===== src/common/vcc_pkg.sv =====
package vcc_pkg;

    ////////////////////////////////////////////////////////////////////////////////
    // Register indices of the capability words
    localparam logic [11:0] EXIT_CAP_IDX      = 12'h483;
    localparam logic [11:0] ENTRY_CAP_IDX     = 12'h484;
    localparam logic [11:0] SEC_CAP_IDX       = 12'h48B;
    localparam logic [11:0] FULL_EXIT_CAP_IDX = 12'h48F;
    localparam logic [11:0] FULL_ENTRY_CAP_IDX = 12'h490;

    ////////////////////////////////////////////////////////////////////////////////
    // Field positions
    localparam int unsigned HIGH_HALF_LSB     = 32;
    localparam int unsigned FULL_WORD_SEL_BIT = 55;
    localparam int unsigned SEC_GATE_CAP_BIT  = 63;
    localparam int unsigned SEC_GATE_CTL_BIT  = 31;

    // Forced-one class masks (bits 0-8,10,11,13,14,16,17 and bits 0-8,12)
    localparam logic [31:0] EXIT_FORCED_ONE_MASK  = 32'h0003_6DFF;
    localparam logic [31:0] ENTRY_FORCED_ONE_MASK = 32'h0000_11FF;

    ////////////////////////////////////////////////////////////////////////////////
    // Implementation values of the capability words (plain defaults)
    localparam logic [63:0] BASIC_CAP_RST      = 64'h0080_0000_0000_0000;
    localparam logic [63:0] PRIMARY_CAP_RST    = 64'hFFFF_FFFF_0401_E172;
    localparam logic [63:0] SEC_CAP_RST        = 64'h0000_00FF_0000_0000;
    localparam logic [63:0] EXIT_CAP_RST       = 64'h003F_FFFF_0003_6DFF;
    localparam logic [63:0] ENTRY_CAP_RST      = 64'h0000_FFFF_0000_11FF;
    localparam logic [63:0] FULL_EXIT_CAP_RST  = 64'h003F_FFFF_0003_6DFB;
    localparam logic [63:0] FULL_ENTRY_CAP_RST = 64'h0000_FFFF_0000_11FB;

    // Requested control set presented at entry
    typedef struct packed {
        logic [31:0] primary;
        logic [31:0] secondary;
        logic [31:0] exit_ctl;
        logic [31:0] entry_ctl;
    } vcc_ctl_s;

    // Per-word failure causes
    typedef struct packed {
        logic sec_fail;
        logic exit_fail;
        logic entry_fail;
    } vcc_fail_s;

endpackage


===== src/rtl/vcc_word_check.sv =====
`timescale 1ns/1ps
// Checks one control word against one 64-bit capability word
module vcc_word_check
    import vcc_pkg::*;
(
    input  wire logic [31:0] ctl_i,   // Requested controls
    input  wire logic [63:0] cap_i,   // Capability word in effect
    input  wire logic        gate_i,  // High enables the allowed-1 check
    output logic             fail_o   // Entry would fail
);
    // Low half: required ones; high half: permitted ones
    assign fail_o = (|(~ctl_i & cap_i[31:0])) | (gate_i & (|(ctl_i & ~cap_i[63:32])));
endmodule


===== src/rtl/vcc_cap_check.sv =====
`timescale 1ns/1ps
// Notes on behaviour
// - Secondary low half reads zero; zeros accepted.
// - Secondary one refused only when gate set.
// - Secondary word exists only if gate allowed.
// - Exit controls checked against both halves.
// - Exit forced-one low bits read one.
// - Legacy mode: exit forced-one zero fails.
// - Full mode: full exit word frees bit 2 only.
// - Full exit word covers all exit controls.
// - Entry control zero fails if required.
// - Entry forced-one low bits read one.
// - Legacy mode: entry forced-one zero fails.
// - Entry control one needs permission bit.
// - Full mode: full entry word frees bit 2 only.
// - Full entry low half covers all.
module vcc_cap_check
    import vcc_pkg::*;
(
    input  wire logic             mclk_i,     // 20 MHz clock
    input  wire logic             rstn_i,     // Async reset, active low
    input  wire logic             rd_en_i,    // Capability read strobe
    input  wire logic [11:0]      rd_idx_i,   // Capability index
    input  wire logic             wr_en_i,    // Write strobe, ignored
    input  wire logic [63:0]      wr_data_i,  // Write data, ignored
    output logic [63:0]           rd_data_o,  // Registered read data
    output logic                  rd_valid_o, // Read data valid pulse
    output logic                  rd_err_o,   // Unimplemented index pulse
    input  wire logic             chk_i,      // Entry check request
    input  wire vcc_pkg::vcc_ctl_s ctl_i,     // Requested controls
    output logic                  fail_o,     // Combinational entry verdict
    output vcc_pkg::vcc_fail_s    cause_o,    // Registered failure causes
    output logic                  done_o      // Check result pulse
);
    import vcc_pkg::*;

    ////////////////////////////////////////////////////////////////////////////////
    // Constant capability words; no flops hold them, so writes cannot alter them
    logic [63:0] exit_cap;       // Legacy exit word
    logic [63:0] entry_cap;      // Legacy entry word
    logic        full_mode;      // Bit 55 of basic word
    logic        sec_present;    // Secondary word implemented
    logic        gate;           // Secondary gate requested

    assign full_mode   = BASIC_CAP_RST[FULL_WORD_SEL_BIT];
    assign sec_present = PRIMARY_CAP_RST[SEC_GATE_CAP_BIT];
    assign exit_cap    = EXIT_CAP_RST | {32'h0000_0000, EXIT_FORCED_ONE_MASK};
    assign entry_cap   = ENTRY_CAP_RST | {32'h0000_0000, ENTRY_FORCED_ONE_MASK};
    assign gate        = ctl_i.primary[SEC_GATE_CTL_BIT];

    // Returns the word held at an index, and whether it exists
    function automatic logic [64:0] cap_lookup(input logic [11:0] idx);
        logic [64:0] r;
        r = 65'h0;
        case (idx)
            EXIT_CAP_IDX:       r = {1'b1, exit_cap};
            ENTRY_CAP_IDX:      r = {1'b1, entry_cap};
            SEC_CAP_IDX:        r = {sec_present, SEC_CAP_RST[63:32], 32'h0000_0000};
            FULL_EXIT_CAP_IDX:  r = {full_mode, FULL_EXIT_CAP_RST};
            FULL_ENTRY_CAP_IDX: r = {full_mode, FULL_ENTRY_CAP_RST};
            default:            r = 65'h0;
        endcase
        return r;
    endfunction

    ////////////////////////////////////////////////////////////////////////////////
    // Read port; an absent word reads zero and raises the error pulse
    logic [64:0] look;   // Lookup result
    assign look = cap_lookup(rd_idx_i);

    always_ff @(posedge mclk_i or negedge rstn_i) begin
        if (!rstn_i) begin
            rd_data_o  <= 64'h0;
            rd_valid_o <= 1'b0;
            rd_err_o   <= 1'b0;
        end else begin
            // Writes are dropped on purpose: the words are fixed
            rd_valid_o <= rd_en_i;
            rd_err_o   <= rd_en_i & ~look[64];
            if (rd_en_i) begin
                rd_data_o <= look[64] ? look[63:0] : 64'h0;
            end
        end
    end

    ////////////////////////////////////////////////////////////////////////////////
    // Word selection by bit 55 (exit, entry); secondary word by bit 63 of primary word
    logic [63:0] exit_eff;   // Exit word in effect
    logic [63:0] entry_eff;  // Entry word in effect
    logic [63:0] sec_eff;    // Secondary word in effect

    assign exit_eff  = full_mode ? FULL_EXIT_CAP_RST  : exit_cap;
    assign entry_eff = full_mode ? FULL_ENTRY_CAP_RST : entry_cap;
    // Without the secondary word, no secondary one is permitted
    assign sec_eff   = sec_present ? {SEC_CAP_RST[63:32], 32'h0000_0000} : 64'h0;

    vcc_fail_s fail_c;      // Combinational causes
    logic      sec_fail;    // Secondary word verdict
    logic      exit_fail;   // Exit word verdict
    logic      entry_fail;  // Entry word verdict

    vcc_word_check u_sec (
        .ctl_i  (ctl_i.secondary),
        .cap_i  (sec_eff),
        .gate_i (gate),
        .fail_o (sec_fail)
    );
    vcc_word_check u_exit (
        .ctl_i  (ctl_i.exit_ctl),
        .cap_i  (exit_eff),
        .gate_i (1'b1),
        .fail_o (exit_fail)
    );
    vcc_word_check u_entry (
        .ctl_i  (ctl_i.entry_ctl),
        .cap_i  (entry_eff),
        .gate_i (1'b1),
        .fail_o (entry_fail)
    );

    // One driver for the whole struct keeps strict tools content
    assign fail_c = '{sec_fail: sec_fail, exit_fail: exit_fail, entry_fail: entry_fail};

    assign fail_o = |fail_c;

    ////////////////////////////////////////////////////////////////////////////////
    // Registered verdict, one cycle after the request
    always_ff @(posedge mclk_i or negedge rstn_i) begin
        if (!rstn_i) begin
            cause_o <= '0;
            done_o  <= 1'b0;
        end else begin
            done_o <= chk_i;
            if (chk_i) begin
                cause_o <= fail_c;
            end
        end
    end

    ////////////////////////////////////////////////////////////////////////////////
    // Assertions
    a_sec_low_zero: assert property (@(posedge mclk_i) disable iff (!rstn_i)
        rd_en_i && rd_idx_i == SEC_CAP_IDX |=> rd_data_o[31:0] == 32'h0)
        else $error("secondary low half not zero");
    a_sec_gate_off: assert property (@(posedge mclk_i) disable iff (!rstn_i)
        !gate |-> !fail_c.sec_fail)
        else $error("secondary failed with gate clear");
    a_exit_forced: assert property (@(posedge mclk_i) disable iff (!rstn_i)
        rd_en_i && rd_idx_i == EXIT_CAP_IDX |=> (rd_data_o[31:0] & EXIT_FORCED_ONE_MASK) == EXIT_FORCED_ONE_MASK)
        else $error("exit forced-one bits not one");
    a_entry_forced: assert property (@(posedge mclk_i) disable iff (!rstn_i)
        rd_en_i && rd_idx_i == ENTRY_CAP_IDX |=> (rd_data_o[31:0] & ENTRY_FORCED_ONE_MASK) == ENTRY_FORCED_ONE_MASK)
        else $error("entry forced-one bits not one");
    a_exit_legacy: assert property (@(posedge mclk_i) disable iff (!rstn_i)
        !full_mode && ((ctl_i.exit_ctl & EXIT_FORCED_ONE_MASK) != EXIT_FORCED_ONE_MASK) |-> fail_o)
        else $error("exit forced-one zero accepted");
    a_entry_legacy: assert property (@(posedge mclk_i) disable iff (!rstn_i)
        !full_mode && ((ctl_i.entry_ctl & ENTRY_FORCED_ONE_MASK) != ENTRY_FORCED_ONE_MASK) |-> fail_o)
        else $error("entry forced-one zero accepted");
    a_entry_one: assert property (@(posedge mclk_i) disable iff (!rstn_i)
        |(ctl_i.entry_ctl & ~entry_eff[63:32]) |-> fail_c.entry_fail)
        else $error("entry one without permission accepted");
    a_verdict_held: assert property (@(posedge mclk_i) disable iff (!rstn_i)
        chk_i |=> done_o && cause_o.exit_fail == $past(fail_c.exit_fail))
        else $error("exit verdict not registered");
    a_word_fixed: assert property (@(posedge mclk_i) disable iff (!rstn_i)
        wr_en_i ##1 rd_en_i && rd_idx_i == FULL_EXIT_CAP_IDX && full_mode |=> rd_data_o == FULL_EXIT_CAP_RST)
        else $error("capability word changed");
endmodule


===== config.mk =====
export PLATFORM = sky130hd
export DESIGN_NAME = vcc_cap_check
export DESIGN_NICKNAME = d
export VERILOG_FILES = /design/src/common/vcc_pkg.sv /design/src/rtl/vcc_word_check.sv /design/src/rtl/vcc_cap_check.sv
export SDC_FILE = /design/constraint.sdc
export NUM_CORES = 1
export LEC_CHECK = 0
export ABC_AREA = 0
export BUFFER_PORTS_ARGS = -buffer_cell sky130_fd_sc_hd__buf_2
export CELL_PAD_IN_SITES_DETAIL_PLACEMENT = 0
export CELL_PAD_IN_SITES_GLOBAL_PLACEMENT = 2
export CORE_ASPECT_RATIO = 1.1
export CORE_UTILIZATION = 13
export DETAILED_ROUTE_END_ITERATION = 6
export GPL_ROUTABILITY_DRIVEN = 1
export GPL_TIMING_DRIVEN = 0
export PLACE_DENSITY_LB_ADDON = 0.3
export SYNTH_ARGS = -nofsm -noshare
export SYNTH_HDL_FRONTEND = slang
export SYNTH_HIERARCHICAL = 1
export SYNTH_SLANG_ARGS = --single-unit

===== constraint.sdc =====
create_clock -name mclk_i -period 1.3 [get_ports mclk_i]
set_clock_uncertainty 0.1 [all_clocks]
set_input_delay 0.065 -clock mclk_i [delete_from_list [all_inputs] [get_ports mclk_i]]
set_output_delay 0.065 -clock mclk_i [all_outputs]
set_load 0.02 [all_outputs]

==> results of run 1 <==
per-layer routing:
metal	global-route usage [%]	routed length, um	share of wire (%)	vias up
li1	-	-	-	1685
met1	10.48	3518	40	1317
met2	18.69	4761	54	84
met3	0.8729	399	4.6	5
met4	2.043	73	0.83	0
met5	0	0	0	-
synth_stat cells:
cell type | count | area share [%]
inv_1 | 98 | 16
buf_4 | 59 | 19
o22ai_1 | 49 | 13
a22o_1 | 18 | 6.9
a22oi_1 | 12 | 4.0
dfrtp_1 | 11 | 12
a221oi_1 | 9 | 3.5
a221oi_2 | 9 | 5.9
nor4_1 | 9 | 2.5
nand4_1 | 7 | 1.9
nor2_1 | 5 | 0.82
nand3_1 | 4 | 0.88
a211o_1 | 3 | 1.2
a21oi_1 | 3 | 0.66
and4_1 | 3 | 1.2
inv_2 | 3 | 0.49
mux2_2 | 3 | 1.5
nor4_2 | 3 | 1.6
o22ai_2 | 3 | 1.6
conb_1 | 2 | 0.33
nand2_1 | 2 | 0.33
nand2b_1 | 2 | 0.55
xnor2_1 | 2 | 0.77
nor3_2 | 1 | 0.44
o21a_1 | 1 | 0.33
o41ai_1 | 1 | 0.38
or3_1 | 1 | 0.27
or3b_2 | 1 | 0.38
or4b_1 | 1 | 0.44
state kept, by name, indices dropped and copies added (netlist names):
| name | count |
|---|---|
| done_o | 1 |
| rd_valid_o | 1 |
| cause_o | 3 |
| rd_err_o | 1 |
| rd_data_o | 5 |
cell usage in the layout (no fill, tap or decap), types with 2 or more instances in the layout:
cell,netlist,layout
inv_4,0,6
nand2b_1,2,2
and4_1,3,3
inv_2,3,32
a221oi_2,9,13
a21oi_1,3,2
nand3_1,4,3
buf_4,59,76
nor2_1,5,5
nand2_1,2,2
o22ai_1,49,36
inv_1,98,61
a22oi_2,0,4
a211o_1,3,3
dfrtp_1,11,9
conb_1,2,220
dfrtp_2,0,2
xnor2_1,2,2
buf_2,0,143
a22oi_1,12,8
nand4_1,7,7
dlygate4sd3_1,0,4
nor4_2,3,9
buf_6,0,14
o22ai_4,0,3
o22ai_2,3,13
nor4_1,9,2
a221oi_1,9,5
clkbuf_16,0,3
a22o_1,18,18
mux2_4,0,3
power by group through the flow:
stage	registers, mW	clock network [mW]	logic, mW
final	0.350	0.573	0.988
after global routing	0.350	0.607	1.11
after CTS	0.350	0.582	0.891
after detailed placement	0.355	0	0.817
after global placement	0.355	0	0.818
after floorplan	0.362	0	0.535
worst max-delay path, delay by kind of cell:
| family | cells | cell delay [ns] |
|---|---|---|
| AO/OA/AOI/OAI | 3 | 0.70 |
| AND/OR/NAND/NOR | 2 | 0.51 |
| buffers and inverters | 3 | 0.26 |
worst max-delay path by stage:
stage              start  endpoint  slack (ns)  cells after the start
4_1_cts        ctl_i[95]    fail_o       -0.47                      8
3_3_place_gp   ctl_i[23]    fail_o       -0.56                      8
3_5_place_dp   ctl_i[78]    fail_o       -0.55                      8
6_report       ctl_i[38]    fail_o       -0.41                      8
5_1_grt        ctl_i[61]    fail_o       -0.49                      8
2_1_floorplan  ctl_i[93]    fail_o       -0.03                      6
stage by stage:
step                      setup WS (ns)  setup TNS (ns)  total power, mW  instances  instance area, um^2
after detailed placement        -0.5483          -1.698            1.172        934                 4230
after floorplan                -0.02857        -0.02857           0.8964        543                 3152
after CTS                       -0.4710         -0.6286            1.823        947                 4538
after global placement          -0.5604          -1.712            1.173        934                 4230
final                           -0.4140         -0.6573            1.910        959                 4776
after global routing            -0.4937         -0.9278            2.065        959                 4776
cell families (layout without fill, tap and decap cells):
| group | after synthesis | count (layout) | synth area share, % |
|---|---|---|---|
| flip-flops | 11 | 11 | 12.09 |
| XOR/XNOR | 2 | 2 | 0.7694 |
| multiplexers | 3 | 3 | 1.483 |
| buffers and inverters | 160 | 342 | 36.10 |
| AND/OR/NAND/NOR | 39 | 39 | 11.32 |
| other | 2 | 220 | 0.3298 |
| AO/OA/AOI/OAI | 108 | 108 | 37.91 |
layout make-up:
type / count / area share [%]
buffer: 59 / 9.274
tap: 234 / 6.130
clock buffer: 4 / 1.651
timing repair buffer: 178 / 21.80
multi-input combinational: 372 / 46.71
sequential: 11 / 5.816
inverter: 101 / 8.619
repair_timing:
| item | CTS | global route |
|---|---|---|
| buffers inserted | 5 | 12 |
| endpoints found under the setup margin | 31 | 5 |
| hold buffers | 4 | 0 |
| resized for setup | 45 | 41 |
| hold endpoints to repair | 14 | 0 |
| pin swaps | 22 | 27 |
==> impl_metrics.ini, run 1 <==
[min_path]
hold_end = rd_err_o
holdPathStages = 2
hp-start = rd_en_i
min_path_type = input pin to flop

[setup_path]
slowest_delay_ns = 0.39
cp_slowest_cell = or3_4
cp.arrival_ns = 1.55
worstPathRequired_ns = 1.13
cp_max_fo = 2
crit_path_end_kind = output port
rr_startpoint = rd_data_o[47]
r2r_cells = 2
crit_type = input pin to output port
rrSetupSlack_ns = 0.39
crit_path_cell_trace = buf_2 > inv_1 > a22o_1 > a221oi_2 > nand4_1 > a211o_1 > or3_4 > buf_6
start_kind = input pin
reg2reg_to = rd_data_o[47]

[power_and_ir_drop]
p_clk_share_pct = 30.0
switching_power_mw = 0.6827
peakVddDrop_mv = 0.2509
intPower_mw = 1.228
sequentialPowerShare_pct = 18.3
p_sw_share_pct = 35.74
p_per_area_nw_per_um2 = 400.0
power_frac_comb_pct = 51.7
cellLeakagePower_nw = 2.842

[flow_run]
maxCapViolations = 0

[detailed_routing]
dr.pass1.iters = 4
wirelength_um = 8753
ant_nets = 0
drtIter0Drc = 67
vias_per_cell = 3.223
dr_total_vias = 3091
drc = 0
wl_per_cell_um = 9.127

[global_route]
grt_pass1_vias = 2963
grt_pass1_wl_um = 13530
grtUsageTotal_pct = 9.373
grt_max_degree = 18
antenna_found_initial = 0
overflow = 0

[sta]
finalSetupViolCount = 3
finalMaxSlewViolations = 0
fmaxAchievable_mhz = 583.4
whs_ns = 0.02384
fin_ws_ns = -0.4140
final-hold-violation-count = 0
period_minus_slack_ns = 1.714
rsz0062_at_grt = yes
post-route-period-util_pct = 131.8

[floorplan]
die-area_um2 = 18050
pin_count = 280
initial_utilization_pct = 13.33
rows = 50
chipWidth_um = 128.2
die_y_um = 140.8
core_um2 = 17080

[yosys]
ys_seq_area_share_pct = 12.09
syn_inst = 325
ys_seq_elements = 11
yosys_warnings = 6
syn_area_um2 = 2277
avgSynthCellArea_um2 = 7.007
synthDistinctLibCells = 29

[layout]
nNetsFinal = 935
fill_cells = 1935
syn_to_final_growth_pct = 109.7
seq_area_um2 = 277.8
drive_above_1_share_pct = 45.38
final_util_pct = 27.96
n_antenna_cell = 0
multi_input_area_um2 = 2231

[clock_network]
path_clk_slew_ns = 0.04
insertion_delay_ns = 0.24
cts-root-buf = clkbuf_16
cts_buffers = 3
cts_num_sinks = 11
htree_levels = 1
clock_path_buffers = 2
cts_tree = done

[status]
violations = setup timing
status = complete, but fails checks

[placed_design]
io_buffers = 157
place.gp.congestion = 0.7477
dp.final_hpwl_um = 8014
(Power assumes the default switching activity.)
==> run 2, diff against run 1 <==
--- a/config.mk
+++ b/config.mk
@@ -15,6 +15,7 @@
 export GPL_ROUTABILITY_DRIVEN = 1
 export GPL_TIMING_DRIVEN = 0
 export PLACE_DENSITY_LB_ADDON = 0.3
+export SETUP_SLACK_MARGIN = 0.3
 export SYNTH_ARGS = -nofsm -noshare
 export SYNTH_HDL_FRONTEND = slang
 export SYNTH_HIERARCHICAL = 1
==> run 2 against run 1 <==
Effect of this change:
- the run still ends with setup timing left
- maximum frequency shrank 1.4%
- largest cell class unchanged
- highest routed layer unchanged
- clock-buffer cell count is the same
- register-to-register slack lost 0.29 ns
- sequential share of layout area shrank 0.70 points
- critical path type unchanged
- total power grew 1.5%
- routed wire length grew 7.2%
- combinational power grew 5%
==> impl_metrics.ini, run 2 (same netlist as run 1, synthesis figures left out) <==
[status]
status = complete, but fails checks
violations = setup timing

[setup_path]
crit_type = input pin to output port
worstPathRequired_ns = 1.13
start_kind = input pin
crit_path_end_kind = output port
cp_max_fo = 2
cp.arrival_ns = 1.57

[floorplan]
die_y_um = 140.8
pin_count = 280
die-area_um2 = 18050
core_um2 = 17080
initial_utilization_pct = 13.33
chipWidth_um = 128.2
rows = 50

[global_route]
antenna_found_initial = 1
grt_pass1_wl_um = 14100
grtUsageTotal_pct = 9.609
grt_pass1_vias = 3033
overflow = 0
grt_max_degree = 12

[clock_network]
cts_tree = done
insertion_delay_ns = 0.23
cts_buffers = 3
path_clk_slew_ns = 0.04
htree_levels = 1
cts-root-buf = clkbuf_16
cts_num_sinks = 11
clock_path_buffers = 2

[placed_design]
dp.final_hpwl_um = 7964
place.gp.congestion = 0.7675
io_buffers = 157
dp_slack_ns = -0.5782

[layout]
drive_above_1_share_pct = 48.51
nNetsFinal = 946
layout_commonest_cell = conb_1
multi_input_area_um2 = 2330
n_antenna_cell = 0
final_cell_mix = conb_1, buf_2, buf_6, inv_1, buf_4
seq_area_um2 = 279.0
largest_register = rd_data_o
largest_register_ff_count = 5
largestRegisters = rd_data_o x5, cause_o x3
syn_to_final_growth_pct = 139.5
fill_cells = 1867

[detailed_routing]
wirelength_um = 9380
wl_per_cell_um = 9.670
ant_nets = 0
drc = 0
dr.pass1.iters = 4
drtIter0Drc = 28
dr_total_vias = 3124
vias_per_cell = 3.221

[sta]
tns_ns = -0.9768
fin_ws_ns = -0.4390
whs_ns = 0.01957
fmaxAchievable_mhz = 575.0
finalMaxSlewViolations = 0
finalSetupViolCount = 7
rsz0062_at_grt = yes
post-route-period-util_pct = 133.8
period_minus_slack_ns = 1.739
final-hold-violation-count = 0

[power_and_ir_drop]
cellLeakagePower_nw = 3.014
p_per_area_nw_per_um2 = 355.6
peakVddDrop_mv = 0.3093

[min_path]
min_path_type = input pin to flop

[flow_run]
maxCapViolations = 0
[run 2: cell count changes in the layout (fill, tap and decap cells not counted), moves of 4 or more]
cell / delta
o22ai_1: -10
inv_1: -5
buf_2: -39
o22ai_2: +8
buf_4: -35
inv_4: +4
buf_6: +80
a22oi_1: +4
a22oi_2: -4
[run 2: layout make-up]
| cell class | count | share of cell area, % |
|---|---|---|
| buffer | 59 | 10.39 |
| clock buffer | 4 | 1.445 |
| inverter | 101 | 7.961 |
| multi-input combinational | 372 | 42.72 |
| sequential | 11 | 5.116 |
| tap | 234 | 5.368 |
| timing repair buffer | 189 | 27.00 |
[run 2: worst max-delay path, cell delays in order]
cell,delay (ns)
buf_6,0.10
inv_4,0.05
o22ai_2,0.06
nor4_2,0.32
nand4_1,0.14
a211o_1,0.31
or3_4,0.39
buf_6,0.14
[run 2: per-layer routing]
metal	routed length [um]	vias up	GRT usage (%)	share of wire [%]
met5	0	-	0	0
met4	36	0	1.115	0.38
met3	435	2	1.063	4.6
met2	5179	86	19.06	55
met1	3728	1330	11.09	40
li1	-	1706	-	-
[run 2: repair_timing]
item | 4_1_cts | 5_1_grt
gates cloned | 2 | 0
buffers inserted | 15 | 12
hold endpoints to repair | 13 | 0
hold buffers | 3 | 0
gates resized for setup | 163 | 65
setup endpoints to repair | 44 | 45
pin swaps | 24 | 32
[run 2: worst paths after layout]
kind / depth (start not counted) / slack [ns] / from / to
max: 8 / -0.44 / ctl_i[20] / fail_o
min: 2 / 0.02 / rd_idx_i[3] / rd_data_o[2]
max reg2reg: 5 / 0.10 / rd_data_o[47] / rd_data_o[47]
min reg2reg: 2 / 0.39 / rd_data_o[2] / rd_data_o[2]
max in group asynchronous: 2 / 0.72 / rstn_i / rd_data_o[39]
min in group asynchronous: 2 / 0.15 / rstn_i / rd_valid_o
[run 2: per-stage QoR]
| stage | power [mW] | cell area (um^2) | instances | util (%) |
|---|---|---|---|---|
| 2_1_floorplan | 0.9073 | 3193 | 543 | - |
| 3_3_place_gp | 1.187 | 4272 | 934 | 25.01 |
| 3_5_place_dp | 1.184 | 4272 | 934 | 25.01 |
| 4_1_cts | 1.810 | 5096 | 958 | 29.84 |
| 5_1_grt | 2.079 | 5454 | 970 | 31.93 |
| 6_report | 1.940 | 5454 | 970 | 31.93 |
[run 2: where the power goes]
group / total [mW] / leakage [nW] / internal [mW] / switching [mW]
Sequential: 0.350 / 0.126 / 0.349 / 0.00149
Combinational: 1.04 / 2.85 / 0.492 / 0.549
Clock: 0.548 / 0.0382 / 0.410 / 0.137
Total: 1.94 / 3.01 / 1.25 / 0.688
==> run 3, diff against run 2 <==
--- a/config.mk
+++ b/config.mk
@@ -9,7 +9,8 @@
 export BUFFER_PORTS_ARGS = -buffer_cell sky130_fd_sc_hd__buf_2
 export CELL_PAD_IN_SITES_DETAIL_PLACEMENT = 0
 export CELL_PAD_IN_SITES_GLOBAL_PLACEMENT = 2
-export CORE_ASPECT_RATIO = 1.1
+export CORE_ASPECT_RATIO = 0.6
+export CORE_MARGIN = 5
 export CORE_UTILIZATION = 13
 export DETAILED_ROUTE_END_ITERATION = 6
 export GPL_ROUTABILITY_DRIVEN = 1
==> run 3 against run 2 <==
Effect of this change:
- total power up 3.6%
- sequential share of layout area hardly changed
- largest power group unchanged
- hold slack got worse by 0.0076 ns
- the flow still finishes with violations (setup timing)
- non-clock buffer count is 3 lower
- flip-flop and latch count unchanged
==> impl_metrics.ini, run 3 (same netlist as run 1, synthesis figures left out) <==
[status]
status = complete, but fails checks
violations = setup timing

[sta]
finalSetupViolCount = 3
finalMaxSlewViolations = 0
fin_ws_ns = -0.4534
rsz0062_at_grt = yes
fmaxAchievable_mhz = 570.3
final-hold-violation-count = 0
period_minus_slack_ns = 1.753
post-route-period-util_pct = 134.9

[placed_design]
place.gp.congestion = 0.8052
dp_slack_ns = -0.6794
io_buffers = 157
postPlaceCellArea_um2 = 4272
dp.final_hpwl_um = 9080

[layout]
largest_register_ff_count = 5
largest_register = rd_data_o
fill_cells = 1891
final_area_um2 = 5434
nNetsFinal = 943
n_antenna_cell = 0
largestRegisters = rd_data_o x5, cause_o x3
final_util_pct = 31.64
final_cell_mix = conb_1, buf_2, buf_6, inv_1, buf_4
drive_above_1_share_pct = 49.80
layout_commonest_cell = conb_1
syn_to_final_growth_pct = 138.6

[detailed_routing]
wl_per_cell_um = 10.83
dr_total_vias = 3159
dr.pass1.iters = 4
ant_nets = 0
drc = 0
vias_per_cell = 3.267
wirelength_um = 10470
drtIter0Drc = 59

[global_route]
grt_pass1_wl_um = 15480
grt_pass1_vias = 3094
overflow = 0
grt_max_degree = 12
antenna_found_initial = 0
grtUsageTotal_pct = 9.309

[clock_network]
insertion_delay_ns = 0.24
clock_path_buffers = 2
cts_buffers = 3
path_clk_slew_ns = 0.04
cts_tree = done
cts_num_sinks = 11
htree_levels = 1
cts-root-buf = clkbuf_16

[setup_path]
cp_slowest_cell = or3_4
cp_top_family = simple AND/OR/NAND/NOR gates
cp_max_fo = 2
crit_path_cell_trace = buf_2 > inv_2 > o22ai_2 > nor4_2 > nand4_1 > a211o_1 > or3_4 > buf_6
crit_path_end_kind = output port
slowest_delay_ns = 0.38
worstPathRequired_ns = 1.13
cp.arrival_ns = 1.59
critPathBufInv = 3
crit_type = input pin to output port
start_kind = input pin

[floorplan]
die_y_um = 112.5
pin_count = 280
core_um2 = 17180
initial_utilization_pct = 13.26
die-area_um2 = 20350
rows = 37
chipWidth_um = 180.9

[power_and_ir_drop]
power_frac_comb_pct = 54.6
p_clk_share_pct = 28.0
sequentialPowerShare_pct = 17.4
intPower_mw = 1.269
cellLeakagePower_nw = 2.987
p_sw_share_pct = 36.84
switching_power_mw = 0.7404
peakVddDrop_mv = 0.3494
p_per_area_nw_per_um2 = 369.9

[flow_run]
maxCapViolations = 0

[min_path]
min_path_type = input pin to flop
## run 3: changes by cell type in the layout (fill, tap and decap cells not counted), sizes merged
cell / change
clkbuf: -1
buf: -2
## run 3: power by group through the flow
stage	clock network (mW)	logic, mW	registers (mW)
floorplan	0	0.546	0.362
global placement	0	0.842	0.355
detailed placement	0	0.847	0.355
CTS	0.577	0.928	0.349
global route	0.615	1.21	0.350
finish	0.564	1.10	0.350
## run 3: metal layers
metal / wire length [um] / vias to the layer above / GRT usage [%] / share of wire, %
li1: - / 1704 / - / -
met1: 5375 / 1340 / 14.08 / 51
met2: 4383 / 111 / 13.88 / 42
met3: 639 / 4 / 1.878 / 6.1
met4: 71 / 0 / 1.208 / 0.68
met5: 0 / - / 0 / 0
## run 3: worst reg2reg max path: stages, from the launching register on
cell and delay (ns):
dfrtp_2 0.42, buf_8 0.15, buf_4 0.13, inv_1 0.05, o22ai_1 0.07
## run 3: final cells by class
type / instances / area, um^2 / share of cell area (%)
repair buffers: 186 / 1404 / 25.83
inverters: 101 / 431.7 / 7.944
flip-flops and latches: 11 / 279.0 / 5.135
plain buffers: 59 / 566.8 / 10.43
multi-input cells: 372 / 2381 / 43.82
clock buffers: 4 / 78.83 / 1.451
well taps: 234 / 292.8 / 5.388
## run 3: repair_timing
item                                   4_1_cts  5_1_grt
setup endpoints to repair                   44       45
hold buffers                                 3        0
gates resized for setup                    160       75
buffers inserted                            15       11
pin swaps                                   18       30
endpoints found under the hold margin       13        0
## run 3: path summary, 6_finish.rpt
| check | cells after the start | slack [ns] | endpoint | from |
|---|---|---|---|---|
| max | 8 | -0.45 | fail_o | ctl_i[60] |
| min | 2 | 0.01 | rd_data_o[2] | rd_idx_i[3] |
| max reg2reg | 4 | 0.25 | rd_data_o[47] | rd_data_o[47] |
| min reg2reg | 1 | 0.40 | cause_o[0] | cause_o[0] |
| max in group asynchronous | 2 | 0.70 | rd_data_o[47] | rstn_i |
| min in group asynchronous | 2 | 0.15 | rd_data_o[12] | rstn_i |
## run 3: per-stage QoR
stage / power [mW] / std cells / setup TNS [ns] / hold slack [ns]
floorplan: 0.9073 / 543 / -0.02857 / -0.3306
global placement: 1.197 / 934 / -1.923 / -0.1366
detailed placement: 1.202 / 934 / -2.020 / -0.1281
CTS: 1.854 / 956 / -0.6976 / 0.008971
global route: 2.179 / 967 / -0.9482 / 0.01519
finish: 2.010 / 967 / -0.6965 / 0.01201
